--- config.mk ---
export PLATFORM = sky130hd
export DESIGN_NAME = vrs_sequencer
export DESIGN_NICKNAME = d
export VERILOG_FILES = /design/src/core/vrs_pkg.sv /design/src/core/vrs_sync.sv /design/src/core/vrs_sequencer.sv
export SDC_FILE = /design/constraint.sdc
export NUM_CORES = 1
export LEC_CHECK = 0
export ABC_AREA = 1
export BUFFER_PORTS_ARGS = -buffer_cell sky130_fd_sc_hd__buf_2
export CORE_ASPECT_RATIO = 1.25
export CORE_UTILIZATION = 32
export DETAILED_ROUTE_END_ITERATION = 7
export GPL_TIMING_DRIVEN = 0
export SYNTH_ARGS = -nofsm -noshare
export SYNTH_HDL_FRONTEND = slang
export SYNTH_SLANG_ARGS = --single-unit
--- constraint.sdc ---
create_clock -name sys_clk -period 3.2 [get_ports sys_clk]
set_input_delay 0.32 -clock sys_clk [delete_from_list [all_inputs] [get_ports sys_clk]]
set_output_delay 0.32 -clock sys_clk [all_outputs]
set_load 0.05 [all_outputs]
--- src/core/vrs_pkg.sv ---
// Package for the core-regulator start-up and protection sequencer.
// Assumes a 50 MHz system clock; analog comparators sit outside.
package vrs_pkg;
   // ==========================================
   // Clock and timing
   localparam int unsigned CLK_PERIOD_PS = 20000;
   localparam int unsigned INIT_DELAY_NS = 1360000; // 1.36 ms
   localparam int unsigned BOOT_HOLD_NS = 85000;    // Fixed hold at boot level
   localparam int unsigned VID_CHECK_NS = 500;      // Least code check time
   localparam int unsigned READY_DELAY_NS = 85000;  // 85 us
   localparam int unsigned INIT_DELAY_CYC = INIT_DELAY_NS * 1000 / CLK_PERIOD_PS;
   localparam int unsigned BOOT_HOLD_CYC = BOOT_HOLD_NS * 1000 / CLK_PERIOD_PS;
   localparam int unsigned VID_CHECK_CYC = (VID_CHECK_NS * 1000 + CLK_PERIOD_PS - 1)
      / CLK_PERIOD_PS;
   localparam int unsigned READY_DELAY_CYC = READY_DELAY_NS * 1000 / CLK_PERIOD_PS;
   localparam int unsigned HICCUP_SW_CYC = 4096;
   localparam int unsigned OC_CONSEC_CYC = 8;
   // ==========================================
   // DAC codes in 6.25 mV units
   localparam int unsigned DAC_W = 9;
   localparam logic [8:0] DAC_ZERO = 9'h000;
   localparam logic [8:0] DAC_STEP = 9'h001;       // 6.25 mV
   localparam logic [8:0] DAC_BOOT = 9'h0B0;       // 1.1 V
   localparam logic [8:0] DAC_OV_FIXED = 9'h0CC;   // 1.275 V
   localparam logic [8:0] DAC_OV_MARGIN = 9'h01C;  // 175 mV
   localparam int unsigned CNT_W = 17;
   // ==========================================
   // Sequencer states, Gray coded along the start path
   typedef enum logic [2:0] {
      ST_OFF = 3'b000,
      ST_DELAY = 3'b001,
      ST_RAMP1 = 3'b011,
      ST_HOLD = 3'b010,
      ST_RAMP2 = 3'b110,
      ST_RUN = 3'b111,
      ST_LATCH = 3'b101,
      ST_HICCUP = 3'b100
   } vrs_state_type;
   // PWM pin drive mode
   typedef enum logic [1:0] {
      PWM_HIZ = 2'b00,
      PWM_LOW = 2'b01,
      PWM_RUN = 2'b10
   } vrs_pwm_type;
endpackage : vrs_pkg

--- src/core/vrs_sync.sv ---
// Two-stage synchroniser bank for comparator results.
// Assumes inputs are asynchronous levels from analog comparators.
`timescale 1ns/10ps
module vrs_sync #(
   parameter int unsigned WIDTH = 8
) (
   // Clock and reset
   input wire logic sys_clk,
   input wire logic sys_rst,
   // Levels
   input wire logic [WIDTH-1:0] async_in,
   output logic [WIDTH-1:0] sync_out
);
   // ==========================================
   // Stages
   logic [WIDTH-1:0] meta_q;

   // First stage feeds only the second
   always_ff @(posedge sys_clk) begin
      if (sys_rst) begin
         meta_q <= '0;
         sync_out <= '0;
      end else begin
         meta_q <= async_in;
         sync_out <= meta_q;
      end
   end
endmodule : vrs_sync

--- src/core/vrs_sequencer.sv ---
// Start-up, ready and fault sequencer for a multiphase core regulator.
// Assumes comparator outputs arrive asynchronously and that the driver
// stage resolves the PWM pin level from output enable and output value.
`timescale 1ns/10ps
// Summary of operation
// - PWM pins high impedance in shutdown
// - Start only after supply POR good
// - Power-rail enable gates start
// - All three start conditions together
// - Wait initial delay before ramp
// - First ramp rises to boot level
// - One DAC step per oscillator period
// - Hold boot, then check code 500ns
// - Valid code: ramp to the target code
// - OFF code shuts down until cycled
// - Ready released after start plus delay
// - Ready low on faults and disable
// - Undervoltage drops ready, recovers at 60%
// - Overvoltage fixed trip before second ramp
// - Valid code: trip at target plus margin
// - Overvoltage drives PWM low, then high-Z
// - Repeat low drive while overvoltage recurs
// - Overvoltage latch cleared only by cycling
// - Averaged current trip is immediate
// - Channel trip after eight consecutive cycles
// - Overcurrent: high-Z for 4096 cycles
// - Retry soft-start while still enabled
// - Driver enable high from ramp start
// - Overcurrent drops driver enable
// - Overvoltage keeps driver enable until discharged
module vrs_sequencer
   import vrs_pkg::*;
#(
   parameter int unsigned PHASES = 6,
   parameter int unsigned INIT_DELAY = INIT_DELAY_CYC,
   parameter int unsigned BOOT_HOLD = BOOT_HOLD_CYC,
   parameter int unsigned READY_DELAY = READY_DELAY_CYC,
   parameter int unsigned HICCUP = HICCUP_SW_CYC
) (
   // Clock and reset
   input wire logic sys_clk,
   input wire logic sys_rst,
   // Supply and enable comparators (asynchronous)
   input wire logic por_good_in,
   input wire logic power_rail_enable_in,
   input wire logic term_rail_enable_in,
   // Output monitors (asynchronous)
   input wire logic under_trip_in,
   input wire logic under_recover_in,
   input wire logic over_trip_in,
   input wire logic diff_output_sense_low_in,
   input wire logic averaged_channel_current_over_in,
   input wire logic [PHASES-1:0] channel_current_over_in,
   // Timebases (synchronous one-cycle ticks)
   input wire logic switch_tick_in,
   input wire logic ss_tick_in,
   // Voltage ID
   input wire logic [7:0] voltage_id_code,
   input wire logic vid_off_in,
   input wire logic [8:0] vid_target_in,
   // Analog side
   output logic [8:0] dac_code_out,
   output logic [8:0] overvoltage_guard,
   // Driver stage
   output logic [PHASES-1:0] pwm_en_out,
   output logic [PHASES-1:0] pwm_oe_out,
   output logic driver_enable_out,
   // Open-drain ready
   output logic regulator_ready_out_o,
   output logic regulator_ready_out_oe
);
   // ==========================================
   // Synchronised comparators
   localparam int unsigned NSYNC = 8 + PHASES;
   logic [NSYNC-1:0] sync_raw;
   logic [NSYNC-1:0] sync_val;
   logic por_s, pwr_s, vtt_s, uv_s, uvr_s, ov_s, dlow_s, iavg_s;
   logic [PHASES-1:0] ich_s;

   // Slow comparators would glitch the state machine without this
   vrs_sync #(.WIDTH(NSYNC)) u_sync (
      .sys_clk(sys_clk),
      .sys_rst(sys_rst),
      .async_in(sync_raw),
      .sync_out(sync_val)
   );

   // Packing of comparator levels
   assign sync_raw = {channel_current_over_in, averaged_channel_current_over_in,
      diff_output_sense_low_in, over_trip_in, under_recover_in, under_trip_in,
      term_rail_enable_in, power_rail_enable_in, por_good_in};
   assign {ich_s, iavg_s, dlow_s, ov_s, uvr_s, uv_s, vtt_s, pwr_s, por_s} = sync_val;

   // ==========================================
   // State
   vrs_state_type state_q;
   vrs_pwm_type pwm_mode_q;
   logic [CNT_W-1:0] cnt_q;
   logic [3:0] oc_run_q [PHASES];
   logic [PHASES-1:0] oc_ch_hit;
   logic vid_valid_q;
   logic off_lock_q;
   logic ov_seen_q;
   logic ready_pend_q;
   logic uv_q;
   logic enabled;
   logic oc_trip;
   logic [8:0] ramp_goal;

   // Start needs all three conditions at once
   assign enabled = por_s & pwr_s & vtt_s;
   // Averaged trip is immediate, channel trip needs a full run
   assign oc_trip = iavg_s | (|oc_ch_hit);
   assign ramp_goal = (state_q == ST_RAMP2) ? vid_target_in : DAC_BOOT;

   // ==========================================
   // Per-channel consecutive overcurrent counters
   genvar g;
   generate
      for (g = 0; g < PHASES; g++) begin : g_chan
         always_ff @(posedge sys_clk) begin
            if (sys_rst || state_q == ST_OFF) begin
               oc_run_q[g] <= 4'h0;
            end else if (switch_tick_in) begin
               // Any clean cycle restarts the run
               oc_run_q[g] <= ich_s[g] ? ((oc_run_q[g] == 4'(OC_CONSEC_CYC)) ?
                  oc_run_q[g] : oc_run_q[g] + 4'h1) : 4'h0;
            end
         end
         assign oc_ch_hit[g] = (oc_run_q[g] == 4'(OC_CONSEC_CYC));
      end
   endgenerate

   // ==========================================
   // Main sequencer
   always_ff @(posedge sys_clk) begin
      if (sys_rst) begin
         state_q <= ST_OFF;
         cnt_q <= '0;
         dac_code_out <= DAC_ZERO;
      end else if (!enabled) begin
         state_q <= ST_OFF;
         cnt_q <= '0;
         dac_code_out <= DAC_ZERO;
      end else if (ov_s || ov_seen_q) begin
         state_q <= ST_LATCH;
         cnt_q <= '0;
      end else if (oc_trip && state_q != ST_OFF && state_q != ST_HICCUP) begin
         state_q <= ST_HICCUP;
         cnt_q <= '0;
         dac_code_out <= DAC_ZERO;
      end else begin
         unique case (state_q)
            ST_OFF: begin
               if (!off_lock_q) begin
                  state_q <= ST_DELAY;
                  cnt_q <= '0;
               end
            end
            ST_DELAY: begin
               cnt_q <= cnt_q + 1'b1;
               if (cnt_q == CNT_W'(INIT_DELAY - 1)) begin
                  state_q <= ST_RAMP1;
                  cnt_q <= '0;
               end
            end
            ST_RAMP1, ST_RAMP2: begin
               // Step only on the oscillator tick
               if (dac_code_out == ramp_goal) begin
                  state_q <= (state_q == ST_RAMP1) ? ST_HOLD : ST_RUN;
                  cnt_q <= '0;
               end else if (ss_tick_in) begin
                  dac_code_out <= (dac_code_out < ramp_goal) ? dac_code_out + DAC_STEP :
                     dac_code_out - DAC_STEP;
               end
            end
            ST_HOLD: begin
               cnt_q <= cnt_q + 1'b1;
               // Code sampled only after hold plus check window
               if (cnt_q == CNT_W'(BOOT_HOLD + VID_CHECK_CYC - 1)) begin
                  cnt_q <= '0;
                  state_q <= vid_off_in ? ST_OFF : ST_RAMP2;
               end
            end
            ST_RUN: begin
               dac_code_out <= vid_target_in;
               // Saturating ready-delay count; cnt_q is free once the ramps are done
               if (cnt_q != CNT_W'(READY_DELAY - 1)) begin
                  cnt_q <= cnt_q + 1'b1;
               end
            end
            ST_HICCUP: begin
               cnt_q <= switch_tick_in ? cnt_q + 1'b1 : cnt_q;
               if (switch_tick_in && cnt_q == CNT_W'(HICCUP - 1)) begin
                  state_q <= ST_DELAY;
                  cnt_q <= '0;
               end
            end
            ST_LATCH: begin
               cnt_q <= '0;
            end
            default: begin
               state_q <= ST_OFF;
            end
         endcase
      end
   end

   // ==========================================
   // OFF-code lock and overvoltage latch, cleared only by disable
   always_ff @(posedge sys_clk) begin
      if (sys_rst || !enabled) begin
         off_lock_q <= 1'b0;
         ov_seen_q <= 1'b0;
      end else begin
         if (state_q == ST_HOLD && cnt_q == CNT_W'(BOOT_HOLD + VID_CHECK_CYC - 1)
            && vid_off_in) begin
            off_lock_q <= 1'b1;
         end
         if (ov_s) begin
            ov_seen_q <= 1'b1;
         end
      end
   end

   // ==========================================
   // Valid code flag selects the overvoltage trip level
   always_ff @(posedge sys_clk) begin
      if (sys_rst || !enabled || state_q == ST_OFF || state_q == ST_HICCUP) begin
         vid_valid_q <= 1'b0;
      end else if (state_q == ST_RAMP2) begin
         vid_valid_q <= 1'b1;
      end
   end

   // Trip level output; works regardless of enable
   always_ff @(posedge sys_clk) begin
      if (sys_rst) begin
         overvoltage_guard <= DAC_OV_FIXED;
      end else if (vid_valid_q) begin
         overvoltage_guard <= vid_target_in + DAC_OV_MARGIN;
      end else begin
         overvoltage_guard <= DAC_OV_FIXED;
      end
   end

   // ==========================================
   // PWM pin mode; overvoltage acts even with the regulator off
   always_ff @(posedge sys_clk) begin
      if (sys_rst) begin
         pwm_mode_q <= PWM_HIZ;
      end else if (ov_s) begin
         pwm_mode_q <= PWM_LOW;
      end else if (pwm_mode_q == PWM_LOW) begin
         pwm_mode_q <= dlow_s ? PWM_HIZ : PWM_LOW;
      end else if (state_q == ST_RAMP1 || state_q == ST_RAMP2 || state_q == ST_HOLD
         || state_q == ST_RUN) begin
         pwm_mode_q <= oc_trip ? PWM_HIZ : PWM_RUN;
      end else begin
         pwm_mode_q <= PWM_HIZ;
      end
   end

   // Pin drive: low mode drives zero, run hands control to modulators
   always_ff @(posedge sys_clk) begin
      if (sys_rst) begin
         pwm_oe_out <= '0;
         pwm_en_out <= '0;
      end else begin
         pwm_oe_out <= (pwm_mode_q == PWM_HIZ) ? '0 : '1;
         pwm_en_out <= (pwm_mode_q == PWM_RUN) ? '1 : '0;
      end
   end

   // ==========================================
   // Driver enable; stays up through overvoltage discharge
   always_ff @(posedge sys_clk) begin
      if (sys_rst) begin
         driver_enable_out <= 1'b0;
      end else if (oc_trip && pwm_mode_q != PWM_LOW) begin
         driver_enable_out <= 1'b0;
      end else if (pwm_mode_q == PWM_LOW || ov_s) begin
         // Lower switches keep draining the rail until the sense reads low
         driver_enable_out <= ov_s || !dlow_s;
      end else if (state_q == ST_RAMP1 || state_q == ST_HOLD || state_q == ST_RAMP2
         || state_q == ST_RUN) begin
         driver_enable_out <= 1'b1;
      end else begin
         driver_enable_out <= 1'b0;
      end
   end

   // ==========================================
   // Undervoltage hysteresis: trip at 50%, release at 60%
   always_ff @(posedge sys_clk) begin
      if (sys_rst || state_q != ST_RUN) begin
         uv_q <= 1'b0;
      end else if (uv_s) begin
         uv_q <= 1'b1;
      end else if (uvr_s) begin
         uv_q <= 1'b0;
      end
   end

   // Ready delay after a completed start
   always_ff @(posedge sys_clk) begin
      if (sys_rst || state_q != ST_RUN) begin
         ready_pend_q <= 1'b0;
      end else if (cnt_q == CNT_W'(READY_DELAY - 1)) begin
         ready_pend_q <= 1'b1;
      end
   end

   // Ready counter reuses cnt_q only while running
   // Open-drain ready: pulled low unless every condition holds
   always_ff @(posedge sys_clk) begin
      if (sys_rst) begin
         regulator_ready_out_o <= 1'b0;
         regulator_ready_out_oe <= 1'b1;
      end else begin
         regulator_ready_out_o <= 1'b0;
         regulator_ready_out_oe <= !(ready_pend_q && state_q == ST_RUN && !uv_q
            && !uv_s && !ov_s && enabled);
      end
   end

   // ==========================================
   // Assertions
   a_shutdown_hiz: assert property (@(posedge sys_clk) disable iff (sys_rst)
      state_q == ST_OFF && !ov_s && pwm_mode_q == PWM_HIZ |=> pwm_oe_out == '0)
      else $error("pwm driven in shutdown");
   a_start_needs_en: assert property (@(posedge sys_clk) disable iff (sys_rst)
      state_q == ST_OFF && !enabled |=> state_q == ST_OFF)
      else $error("left shutdown while disabled");
   a_delay_length: assert property (@(posedge sys_clk) disable iff (sys_rst)
      $rose(state_q == ST_DELAY) |-> !(state_q == ST_RAMP1)[*8])
      else $error("initial delay too short");
   a_ramp_step: assert property (@(posedge sys_clk) disable iff (sys_rst)
      state_q == ST_RAMP1 && !ss_tick_in && enabled && !oc_trip && !ov_s && !ov_seen_q
      |=> $stable(dac_code_out))
      else $error("dac moved without tick");
   a_ov_low_drive: assert property (@(posedge sys_clk) disable iff (sys_rst)
      ov_s |=> pwm_mode_q == PWM_LOW ##1 pwm_oe_out == '1 && pwm_en_out == '0)
      else $error("overvoltage did not drive low");
   a_ov_latch: assert property (@(posedge sys_clk) disable iff (sys_rst)
      ov_seen_q && enabled |=> state_q == ST_LATCH)
      else $error("overvoltage latch lost");
   a_ov_fixed: assert property (@(posedge sys_clk) disable iff (sys_rst)
      !vid_valid_q && $past(!vid_valid_q) |-> overvoltage_guard == DAC_OV_FIXED)
      else $error("wrong fixed trip");
   a_oc_hiccup: assert property (@(posedge sys_clk) disable iff (sys_rst)
      iavg_s && enabled && !ov_s && !ov_seen_q && state_q == ST_RUN
      |=> state_q == ST_HICCUP ##1 !driver_enable_out)
      else $error("averaged trip missed");
   a_ready_low_uv: assert property (@(posedge sys_clk) disable iff (sys_rst)
      uv_s |=> regulator_ready_out_oe)
      else $error("ready high under undervoltage");
   c_reach_run: cover property (@(posedge sys_clk) state_q == ST_RUN);
   c_hiccup: cover property (@(posedge sys_clk) state_q == ST_HICCUP);
   c_ov_latch: cover property (@(posedge sys_clk) state_q == ST_LATCH);
   c_ready: cover property (@(posedge sys_clk) !regulator_ready_out_oe);
endmodule : vrs_sequencer

Word level (Yosys, flattened, before mapping) --
Memories as Yosys holds them, arrays and structs flattened. Cells that the tools add are included.
Operators by class: $add $sub $neg 10, $lt $le $gt $ge 1, eq/ne operators 38, mux-type cells 58, bitwise operators 12, reduce and logical (&&, ||, !) cells 49
Operators by type and width (count):
- 17-bit two-way mux | 7
- 17-bit case mux with 7 select lines | 1
- 4-bit two-way mux | 18
- 9-bit two-way mux | 5
- 17-bit by 13-bit equality test with 1-bit output, second input constant | 2
- 3-bit two-way mux | 9
- 4-bit by 1-bit adder with 4-bit output, second input constant | 6
- 4-bit equality test, second input constant | 6
- 9-bit case mux with 2 select lines | 1
- 17-bit by 1-bit adder with 17-bit output, second input constant | 1
- 17-bit by 12-bit equality test with 1-bit output, second input constant | 1
- 17-bit equality test, second input constant | 1
- 17-bit by 13-bit inequality test with 1-bit output, second input constant | 1
- 4-bit inequality test, second input constant | 4
- 3-bit inequality test, second input constant | 5
- 3-bit case mux with 5 select lines | 1
- 1-bit logical OR | 14
- 3-bit equality test, second input constant | 4
- 6-bit two-way mux | 2
- 2-bit inequality test, second input constant | 6
- 6-bit AND reduction | 2
- 1-bit logical AND | 11
- 1-bit two-way mux | 11
- 2-bit OR reduction | 5
- other kinds (25) | 44
Word-level totals: register bits after elaboration 87, RAM bits 24, input port bits 36, output and inout port bits 33, logic and storage cells 187, memories kept 1
Memory list:
- oc_run_q | depth 6, bits a word 4, rd ports 6, clocked after Yosys merged registers in 0, write ports 6, line vrs_sequencer.sv:99 | logic [3:0] oc_run_q [PHASES];

Depth between registers and ports, before layout --
Gate-level depths: netlist of run 1.
depth in word-level cells 8, depth in mapped cells 24, depth with buffers taken out 24

Hierarchy --
From an unflattened synthesis of run 1, not the netlist that was laid out.
Unflattened totals: cells, all modules 732, area, all modules 5500.3 sq um
Modules (own cells, without submodules):
- vrs_sequencer | times used 1, cells each 645, area each 4693.3 sq um, sequential area each 1701.6 sq um
- vrs_sync | times used 1, cells each 87, area each 807.0 sq um, sequential area each 560.5 sq um

Worst setup path before layout of run 1 --
No wires, ideal clock.
path type register -> register, start reg state_q[1], end reg dac_code_out[6], library setup time 65 ps, arrival 2980 ps, required time 3135 ps, setup slack 155 ps, stages on the path, launching flop included 20, buffers on the path 0, period minus slack after synthesis 3045 ps, cell sequence dfxtp_1 inv_2 nor2_2 nand2_2 inv_1 nand2_1 ha_1 nand2_1 inv_1 a21oi_1 nand3_1 ha_1 nand2_1 or2_2 nand3_1 nand2_1 nand3_1 nand2_1 o21a_1 nor2_1
Between the ends: cells in the longest elaborated chain, start to end 8, elaborated cells between the ends (all ways) 20, classes of those cells order compare: 1; eq/ne: 7; mux: 6; reduce/logical: 6
Ends and longest elaborated chain:
- from (decl) | line vrs_sequencer.sv:96 | vrs_state_type state_q;
- from (signal assigned) | line vrs_sequencer.sv:170 | state_q <= (state_q == ST_RAMP1) ? ST_HOLD : ST_RUN;
- from (signal assigned) | line vrs_sequencer.sv:182 | state_q <= vid_off_in ? ST_OFF : ST_RAMP2;
- 3-bit equality test | line vrs_sequencer.sv:114, vrs_sequencer.sv:153
- 9-bit two-way mux | line vrs_sequencer.sv:114 | assign ramp_goal = (state_q == ST_RAMP2) ? vid_target_in : DAC_BOOT;
- 9-bit less-than comparator | line vrs_sequencer.sv:173 | dac_code_out <= (dac_code_out < ramp_goal) ? dac_code_out + DAC_STEP :
- 9-bit two-way mux | line vrs_sequencer.sv:173
- 9-bit two-way mux | line vrs_sequencer.sv:172 | end else if (ss_tick_in) begin
- 9-bit two-way mux | line vrs_sequencer.sv:169 | if (dac_code_out == ramp_goal) begin
- 9-bit case mux with 2 select lines | line vrs_sequencer.sv:153 | unique case (state_q)
- 9-bit two-way mux | line vrs_sequencer.sv:148 | end else if (oc_trip && state_q != ST_OFF && state_q != ST_HICCUP) begin
- to (signal assigned) | line vrs_sequencer.sv:173
- to (signal assigned) | line vrs_sequencer.sv:186 | dac_code_out <= vid_target_in;
- to (decl) | line vrs_sequencer.sv:62 | output logic [8:0] dac_code_out,
Several ways; a longest one is shown, not always the timed one. The select of a mux whose other input is x is not followed. A chain may end at the register's enable or synchronous reset.

Final worst setup path of run 1 --
Same ends and word-level chain as after synthesis.

==> summary.md, run 1 <==
| Metric | Value |
|---|---|
| Area Overhead vs Synth | 20.2% |
| Register area | 2270 µm² |
| Sink Count | 101 |
| Syn_nets | 814 |
| Yosys cell types | 41 |
| Syn. warnings | 0 |
| Final wirelength | 12,600 µm |
| Post-DP HPWL | 9620 µm |
| Synth area leader | dfxtp_1 |
| Layout cell share with drive strength beyond 1 | 0.172 |
| Fill cells | 1,755 |
| Hold_buf cts | 0 |
| Cell area after synthesis | 5460 µm² |
| Count leader, synth | nand2_1 |
| Compound-cell area share of the yosys netlist | 0.0631 |
| Total Power | 2.48 mW |
| Final setup fails | 0 |
| Yosys top cell area share | 0.283 |
| Synth Register Bits | 101 |
| Top FF cell, synth | dfxtp_1 |
| Least-Margin Pin Slew | 822 ps |
| Root Driver | clkbuf_16 |
| H-tree depth | 3 |
| Max Fanout on Critical Path | 7 |
| Largest family of logic cells by synthesized area | simple AND/OR/NAND/NOR gates |
| Final nets | 891 |
| GRT Util Overall | 0.147 |
| Pre-Repair DR Iteration Count | 4 |
| Max_cap viols | 0 |
| Row count | 53 |
| Core Box Area | 16,800 µm² |
| Fin crit period | 3040 ps |
| Post-route ant nets | 0 |
| Drc violations | 0 |
| CP Launch Type | flop |
| Largest net degree at the start of global routing | 19 |
| Period utilization | 0.949 |
| Cell count after synthesis | 744 |
| Vias in the first global route | 4,466 |
| Top cells by count, synth | nand2_1, nor2_1, inv_1 |
| Worst EP arrival | 3320 ps |
| RSZ-0062 raised after global routing | yes |
| Outcome | completed |
| Routed vias | 4,736 |
| PortBufs | 58 |
| Die ar. | 17,600 µm² |
| Critical Path Max Stage Delay | 360 ps |
| Max_slew headroom | 0.447 |
| CTS tree | built |
| Starting Density | 0.325 |
| Worst-path clk slew | 70 ps |
| Hold Crit Class | in2reg |
| Area of the multi-input gates | 2770 µm² |
| Initial antenna violation count | 0 |
| Vias per cell | 4.53 |
| Slowest-stage cell, CP | dfxtp_4 |
| Asr flop ratio synth | 0 |
| Clock Latency Late Sink | 350 ps |
| Worst Skew | 10.0 ps |
| CP cell instances | inv_2 -> nor2_4 -> nand2_4 -> inv_4 -> nand2_1 -> ha_4 -> nand2_2 -> inv_1 -> a21oi_4 -> nand3_4 -> buf_6 -> ha_4 -> nand2_1 -> or2_2 -> nand3_1 -> nand2_1 -> nand3_1 -> nand2_1 -> o21a_1 -> nor2_1 |
| Power Density | 377 nW/µm² |
| Leak | 2.96 nW |
| Die width | 119 µm |
| TritonCTS Buffers | 9 |
| Min Hold Slack | 175 ps |
| Ant. Diodes | 0 |
| CP required | 3490 ps |
| Cell mode on critical path | nand2_1 |
| GP Congestion | 0.861 |
| Post-synth EDFFs | 24 |
| First-pass GRT wire length | 20,700 µm |
| Area contributors post-synth | dfxtp_1, edfxtp_1, nand2_1 |
| Seq/Total Area, Yosys | 0.415 |
| Ports | 69 |
| Worst VDD drop | 0.289 mV |
| Mux share of post-synthesis cell area | 0 |
| DR iter-0 viols | 255 |
| Core Util, Final | 0.391 |
| CP Capture Type | flop |
| FMAX | 329 MHz |
| Deepest clock path buffer count | 2 |
| Final hold vios | 0 |
| Post-DR wirelength/cell | 12.0 µm |
| Simple-gate share of the synthesized area | 0.303 |
| Crit Path Class | reg2reg |
| Die Ht | 148 µm |
| Final Max Tran Viols | 0 |
| Area share of xor/xnor cells in the synthesized design | 0.0289 |
| Total grt overflow | 0 |
| Synth Area per Inst | 7.33 µm² |
| Adder-Cell Fraction of Synth Area | 0.0793 |
layer usage:
metal  up-vias  global-route usage  part of all wire
met1      2135               0.171              0.44
met2        86               0.263              0.50
li1       2487                   -                 -
met4         0              0.0665             0.027
met5         -                   0                 0
met3        28              0.0243             0.031
worst max-delay path, delay by kind of cell, from the launching register on:
kind                     cells  cell delay [ps]
AND/OR/NAND/NOR             12             1290
adder cells (fa/ha/maj)      2              510
buffers and inverters        4              420
AO/OA/AOI/OAI                2              370
flip-flops                   1              360
registers in the layout (all words and copies together) (netlist names), 2 cells and up:
signal	cells
u_sync.sync_out	14
cnt_q	17
pwm_mode_q	2
dac_code_out	9
u_sync.meta_q	14
state_q	3
oc_run_q	24
overvoltage_guard	9
layout make-up:
class	instances	area share
buffer	21	0.0202
clock buffer	10	0.0364
clock inverter	6	0.00782
inverter	125	0.0719
multi-input combinational	498	0.423
sequential	101	0.346
tap	220	0.0420
timing repair buffer	65	0.0534
repair_timing:
item	in CTS	in global routing
gates resized for setup	9	22
cloned	1	0
endpoints found under the setup margin	7	6
buffers inserted	0	7
pin swaps	1	7
power breakdown:
group / internal [mW] / switching (mW)
registers: 1.31 / 0.00575
logic: 0.0288 / 0.0544
clock network: 0.565 / 0.506
total: 1.91 / 0.567
stage by stage:
stage	setup slack [ps]	std cells	setup TNS, ps	cell area [µm²]
final	163	1046	0	6560
after detailed placement	-362	1022	-1870	6020
after floorplan	155	744	0	5460
after global routing	-9.63	1046	-9.63	6560
after CTS	12.6	1039	0	6380
after global placement	-360	1022	-1860	6020
cells by family after synthesis:
| kind of cell | Yosys count |
|---|---|
| buf+inv | 146 |
| compound gates | 60 |
| other cells | 1 |
| simple gates | 384 |
| flops | 101 |
| xor+xnor | 18 |
| fa+ha+maj | 34 |
final timing paths:
kind | start | endpoint | slack [ps] | cells after the start
max | state_q[1] | dac_code_out[6] | 160 | 20
min | term_rail_enable_in | u_sync.meta_q[2] | 170 | 3
max reg2reg | state_q[1] | dac_code_out[6] | 160 | 20
min reg2reg | u_sync.meta_q[9] | u_sync.sync_out[9] | 400 | 2
cells in the final DEF, fill, tap and decap left out, types with 6 or more instances in the layout:
master     Yosys  routed
clkbuf_16      0       9
o21ai_0       14      14
dfxtp_1       77      75
a21oi_1       28      26
buf_4         12      17
nand2_1      143     140
nand2_2        4       6
nor2_1       138     136
inv_1        120     119
ha_1          33      24
nor3_1        10      10
ha_4           0       8
clkbuf_1       7       7
xor2_1         9       9
nand4_1        9       9
edfxtp_1      24      24
xnor2_1        9       9
nand3_1       59      57
buf_2          1      59
Power figures use the tool's default switching activity.
==> inputs of run 2 (changes only) <==
Settings changed: CTS_CLUSTER_SIZE set to 40, PLACE_DENSITY_LB_ADDON set to 0.3, RECOVER_POWER set to 100.
==> summary.md, run 2 (synthesized netlist as in run 1, its figures left out) <==
| Metric | Value |
|---|---|
| GP Congestion | 0.855 |
| Vias per cell | 4.50 |
| Leak | 2.93 nW |
| Setup TNS | 0 ps |
| Worst EP arrival | 3250 ps |
| Ports | 69 |
| Post-DP Area | 6020 µm² |
| Clock Latency Late Sink | 350 ps |
| Power Density | 382 nW/µm² |
| Pre-Repair DR Iteration Count | 4 |
| Post-route ant nets | 0 |
| Max_slew headroom | 0.412 |
| CP required | 3420 ps |
| Hold Path Depth | 3 |
| Max reg flops | 24 |
| CP Capture Type | flop |
| Hold EP | u_sync.meta_q[10] |
| Most frequent cells in the layout | nand2_1, nor2_1, inv_1, dfxtp_1, buf_2 |
| Max_cap viols | 0 |
| Fin crit period | 3030 ps |
| Worst-path clk slew | 80 ps |
| Initial antenna violation count | 0 |
| Drc violations | 0 |
| R2r endpoint | dac_code_out[5] |
| PortBufs | 58 |
| Row count | 53 |
| CP cell instances | inv_2 -> nor2_4 -> nand2_4 -> inv_4 -> nand2_1 -> ha_1 -> nand2_1 -> inv_1 -> a21oi_4 -> nand3_4 -> ha_4 -> nand3_1 -> nand2_2 -> nand3_1 -> nand2_1 -> nand2_1 -> nand2_1 -> nand2_1 -> o21ai_0 -> nor2_1 -> nor2_1 -> nor2_1 |
| CP delay by family, top | simple AND/OR/NAND/NOR gates |
| Post-route cell area | 6470 µm² |
| Largest net degree at the start of global routing | 18 |
| DR iter-0 viols | 212 |
| Post-route insts no fill | 1,042 |
| Final wirelength | 12,600 µm |
| Worst-case reg-to-reg path depth | 22 |
| Placed cell count | 1,022 |
| FMAX | 330 MHz |
| Layout cell share with drive strength beyond 1 | 0.159 |
| Ant. Diodes | 0 |
| TritonCTS Buffers | 9 |
| Fill cells | 1,747 |
| RSZ-0062 raised after global routing | yes |
| Total grt overflow | 0 |
| Post-DP HPWL | 9590 µm |
| Area Overhead vs Synth | 18.6% |
| Final setup fails | 0 |
| Routed vias | 4,693 |
| Deepest clock path buffer count | 2 |
| Root Driver | clkbuf_16 |
| Flop-to-flop setup slack | 170 ps |
| Crit Path Class | reg2reg |
| Critical path depth | 22 |
| Final hold vios | 0 |
| Final nets | 887 |
| Commonest non-fill, non-tap cell in the layout | nand2_1 |
| Slowest-stage cell, CP | dfxtp_4 |
| CTS tree | built |
| Top flop regs | oc_run_q: 24 flops, cnt_q: 17 flops |
| Die ar. | 17,600 µm² |
| Final Max Tran Viols | 0 |
| First-pass GRT wire length | 21,000 µm |
| Worst VDD drop | 0.261 mV |
| Top reg by flops | oc_run_q |
| Min Hold Slack | 167 ps |
| H-tree depth | 3 |
| Die width | 119 µm |
| Sink Count | 101 |
| R2r startpoint | state_q[1] |
| Max Fanout on Critical Path | 7 |
| Worst Skew | 12.8 ps |
| CP Launch Type | flop |
| Outcome | completed |
| Critical Path Max Stage Delay | 370 ps |
| HP Start | channel_current_over_in[2] |
| Starting Density | 0.325 |
| Die Ht | 148 µm |
| Post-DR wirelength/cell | 12.1 µm |
| Vias in the first global route | 4,397 |
| Period utilization | 0.947 |
| Hold Crit Class | in2reg |
| Cell mode on critical path | nand2_1 |
| Least-Margin Pin Slew | 875 ps |
| Worst path bufs/invs | 3 |
| Core Box Area | 16,800 µm² |
| GRT Util Overall | 0.150 |
-- run 2: changes by cell type in the layout (fill, tap and decap cells not counted), sizes merged --
cell | before | now
buf | 79 | 75
clkinv | 1 | 3
inv | 130 | 128
-- run 2: how the worst max path moves through the flow --
| stage | start | to | slack (ps) |
|---|---|---|---|
| after floorplan | state_q[1] | dac_code_out[6] | 150 |
| after global placement | state_q[1] | dac_code_out[6] | -370 |
| after detailed placement | state_q[1] | dac_code_out[6] | -400 |
| after CTS | state_q[1] | dac_code_out[5] | 10 |
| after global routing | state_q[1] | dac_code_out[8] | -50 |
| final | state_q[1] | dac_code_out[5] | 170 |
-- run 2: layout make-up --
| class | count | area (µm²) | area share |
|---|---|---|---|
| multi-input cells | 498 | 2720 | 0.421 |
| flip-flops and latches | 101 | 2270 | 0.350 |
| inverters | 125 | 472 | 0.0729 |
| repair buffers | 61 | 313 | 0.0483 |
| well taps | 220 | 275 | 0.0425 |
| clock buffers | 10 | 250 | 0.0387 |
| plain buffers | 21 | 133 | 0.0205 |
| clock inverters | 6 | 40.0 | 0.00619 |
-- run 2: worst reg2reg max path, delay by kind of cell, from the launching register on --
| kind | cells | cell delay (ps) |
|---|---|---|
| buffers and inverters | 3 | 260 |
| AOI/OAI and AO/OA | 2 | 300 |
| DFF | 1 | 370 |
| and+or+nand+nor | 15 | 1370 |
| adders and majority gates | 2 | 640 |
-- run 2: where the power goes --
group / leakage [nW] / internal, mW / total, mW / switching (mW)
Clock: 0.144 / 0.577 / 1.07 / 0.493
Combinational: 1.87 / 0.0288 / 0.0833 / 0.0546
Sequential: 0.924 / 1.32 / 1.32 / 0.00563
Total: 2.93 / 1.92 / 2.47 / 0.553
-- run 2: timing repair --
action,in CTS,in global routing
gates resized for setup,10,13
setup endpoints to repair,7,7
hold buffers,0,0
cloned,1,0
pin swaps,1,3
setup buffers,0,3
-- run 2: through the flow --
step	utilization	worst slack (ps)	power, mW
global placement	0.359	-374	1.44
detailed placement	0.359	-401	1.43
floorplan	-	155	1.40
CTS	0.381	11.6	2.50
global route	0.386	-50.1	2.56
finish	0.386	169	2.47
-- run 2: per-layer routing --
layer  vias to the layer above  share of wire  track usage
li1                       2475              -            -
met1                      2120           0.45        0.179
met2                        80           0.50        0.267
met3                        18          0.029       0.0243
met4                         0          0.019       0.0595
met5                         -              0            0
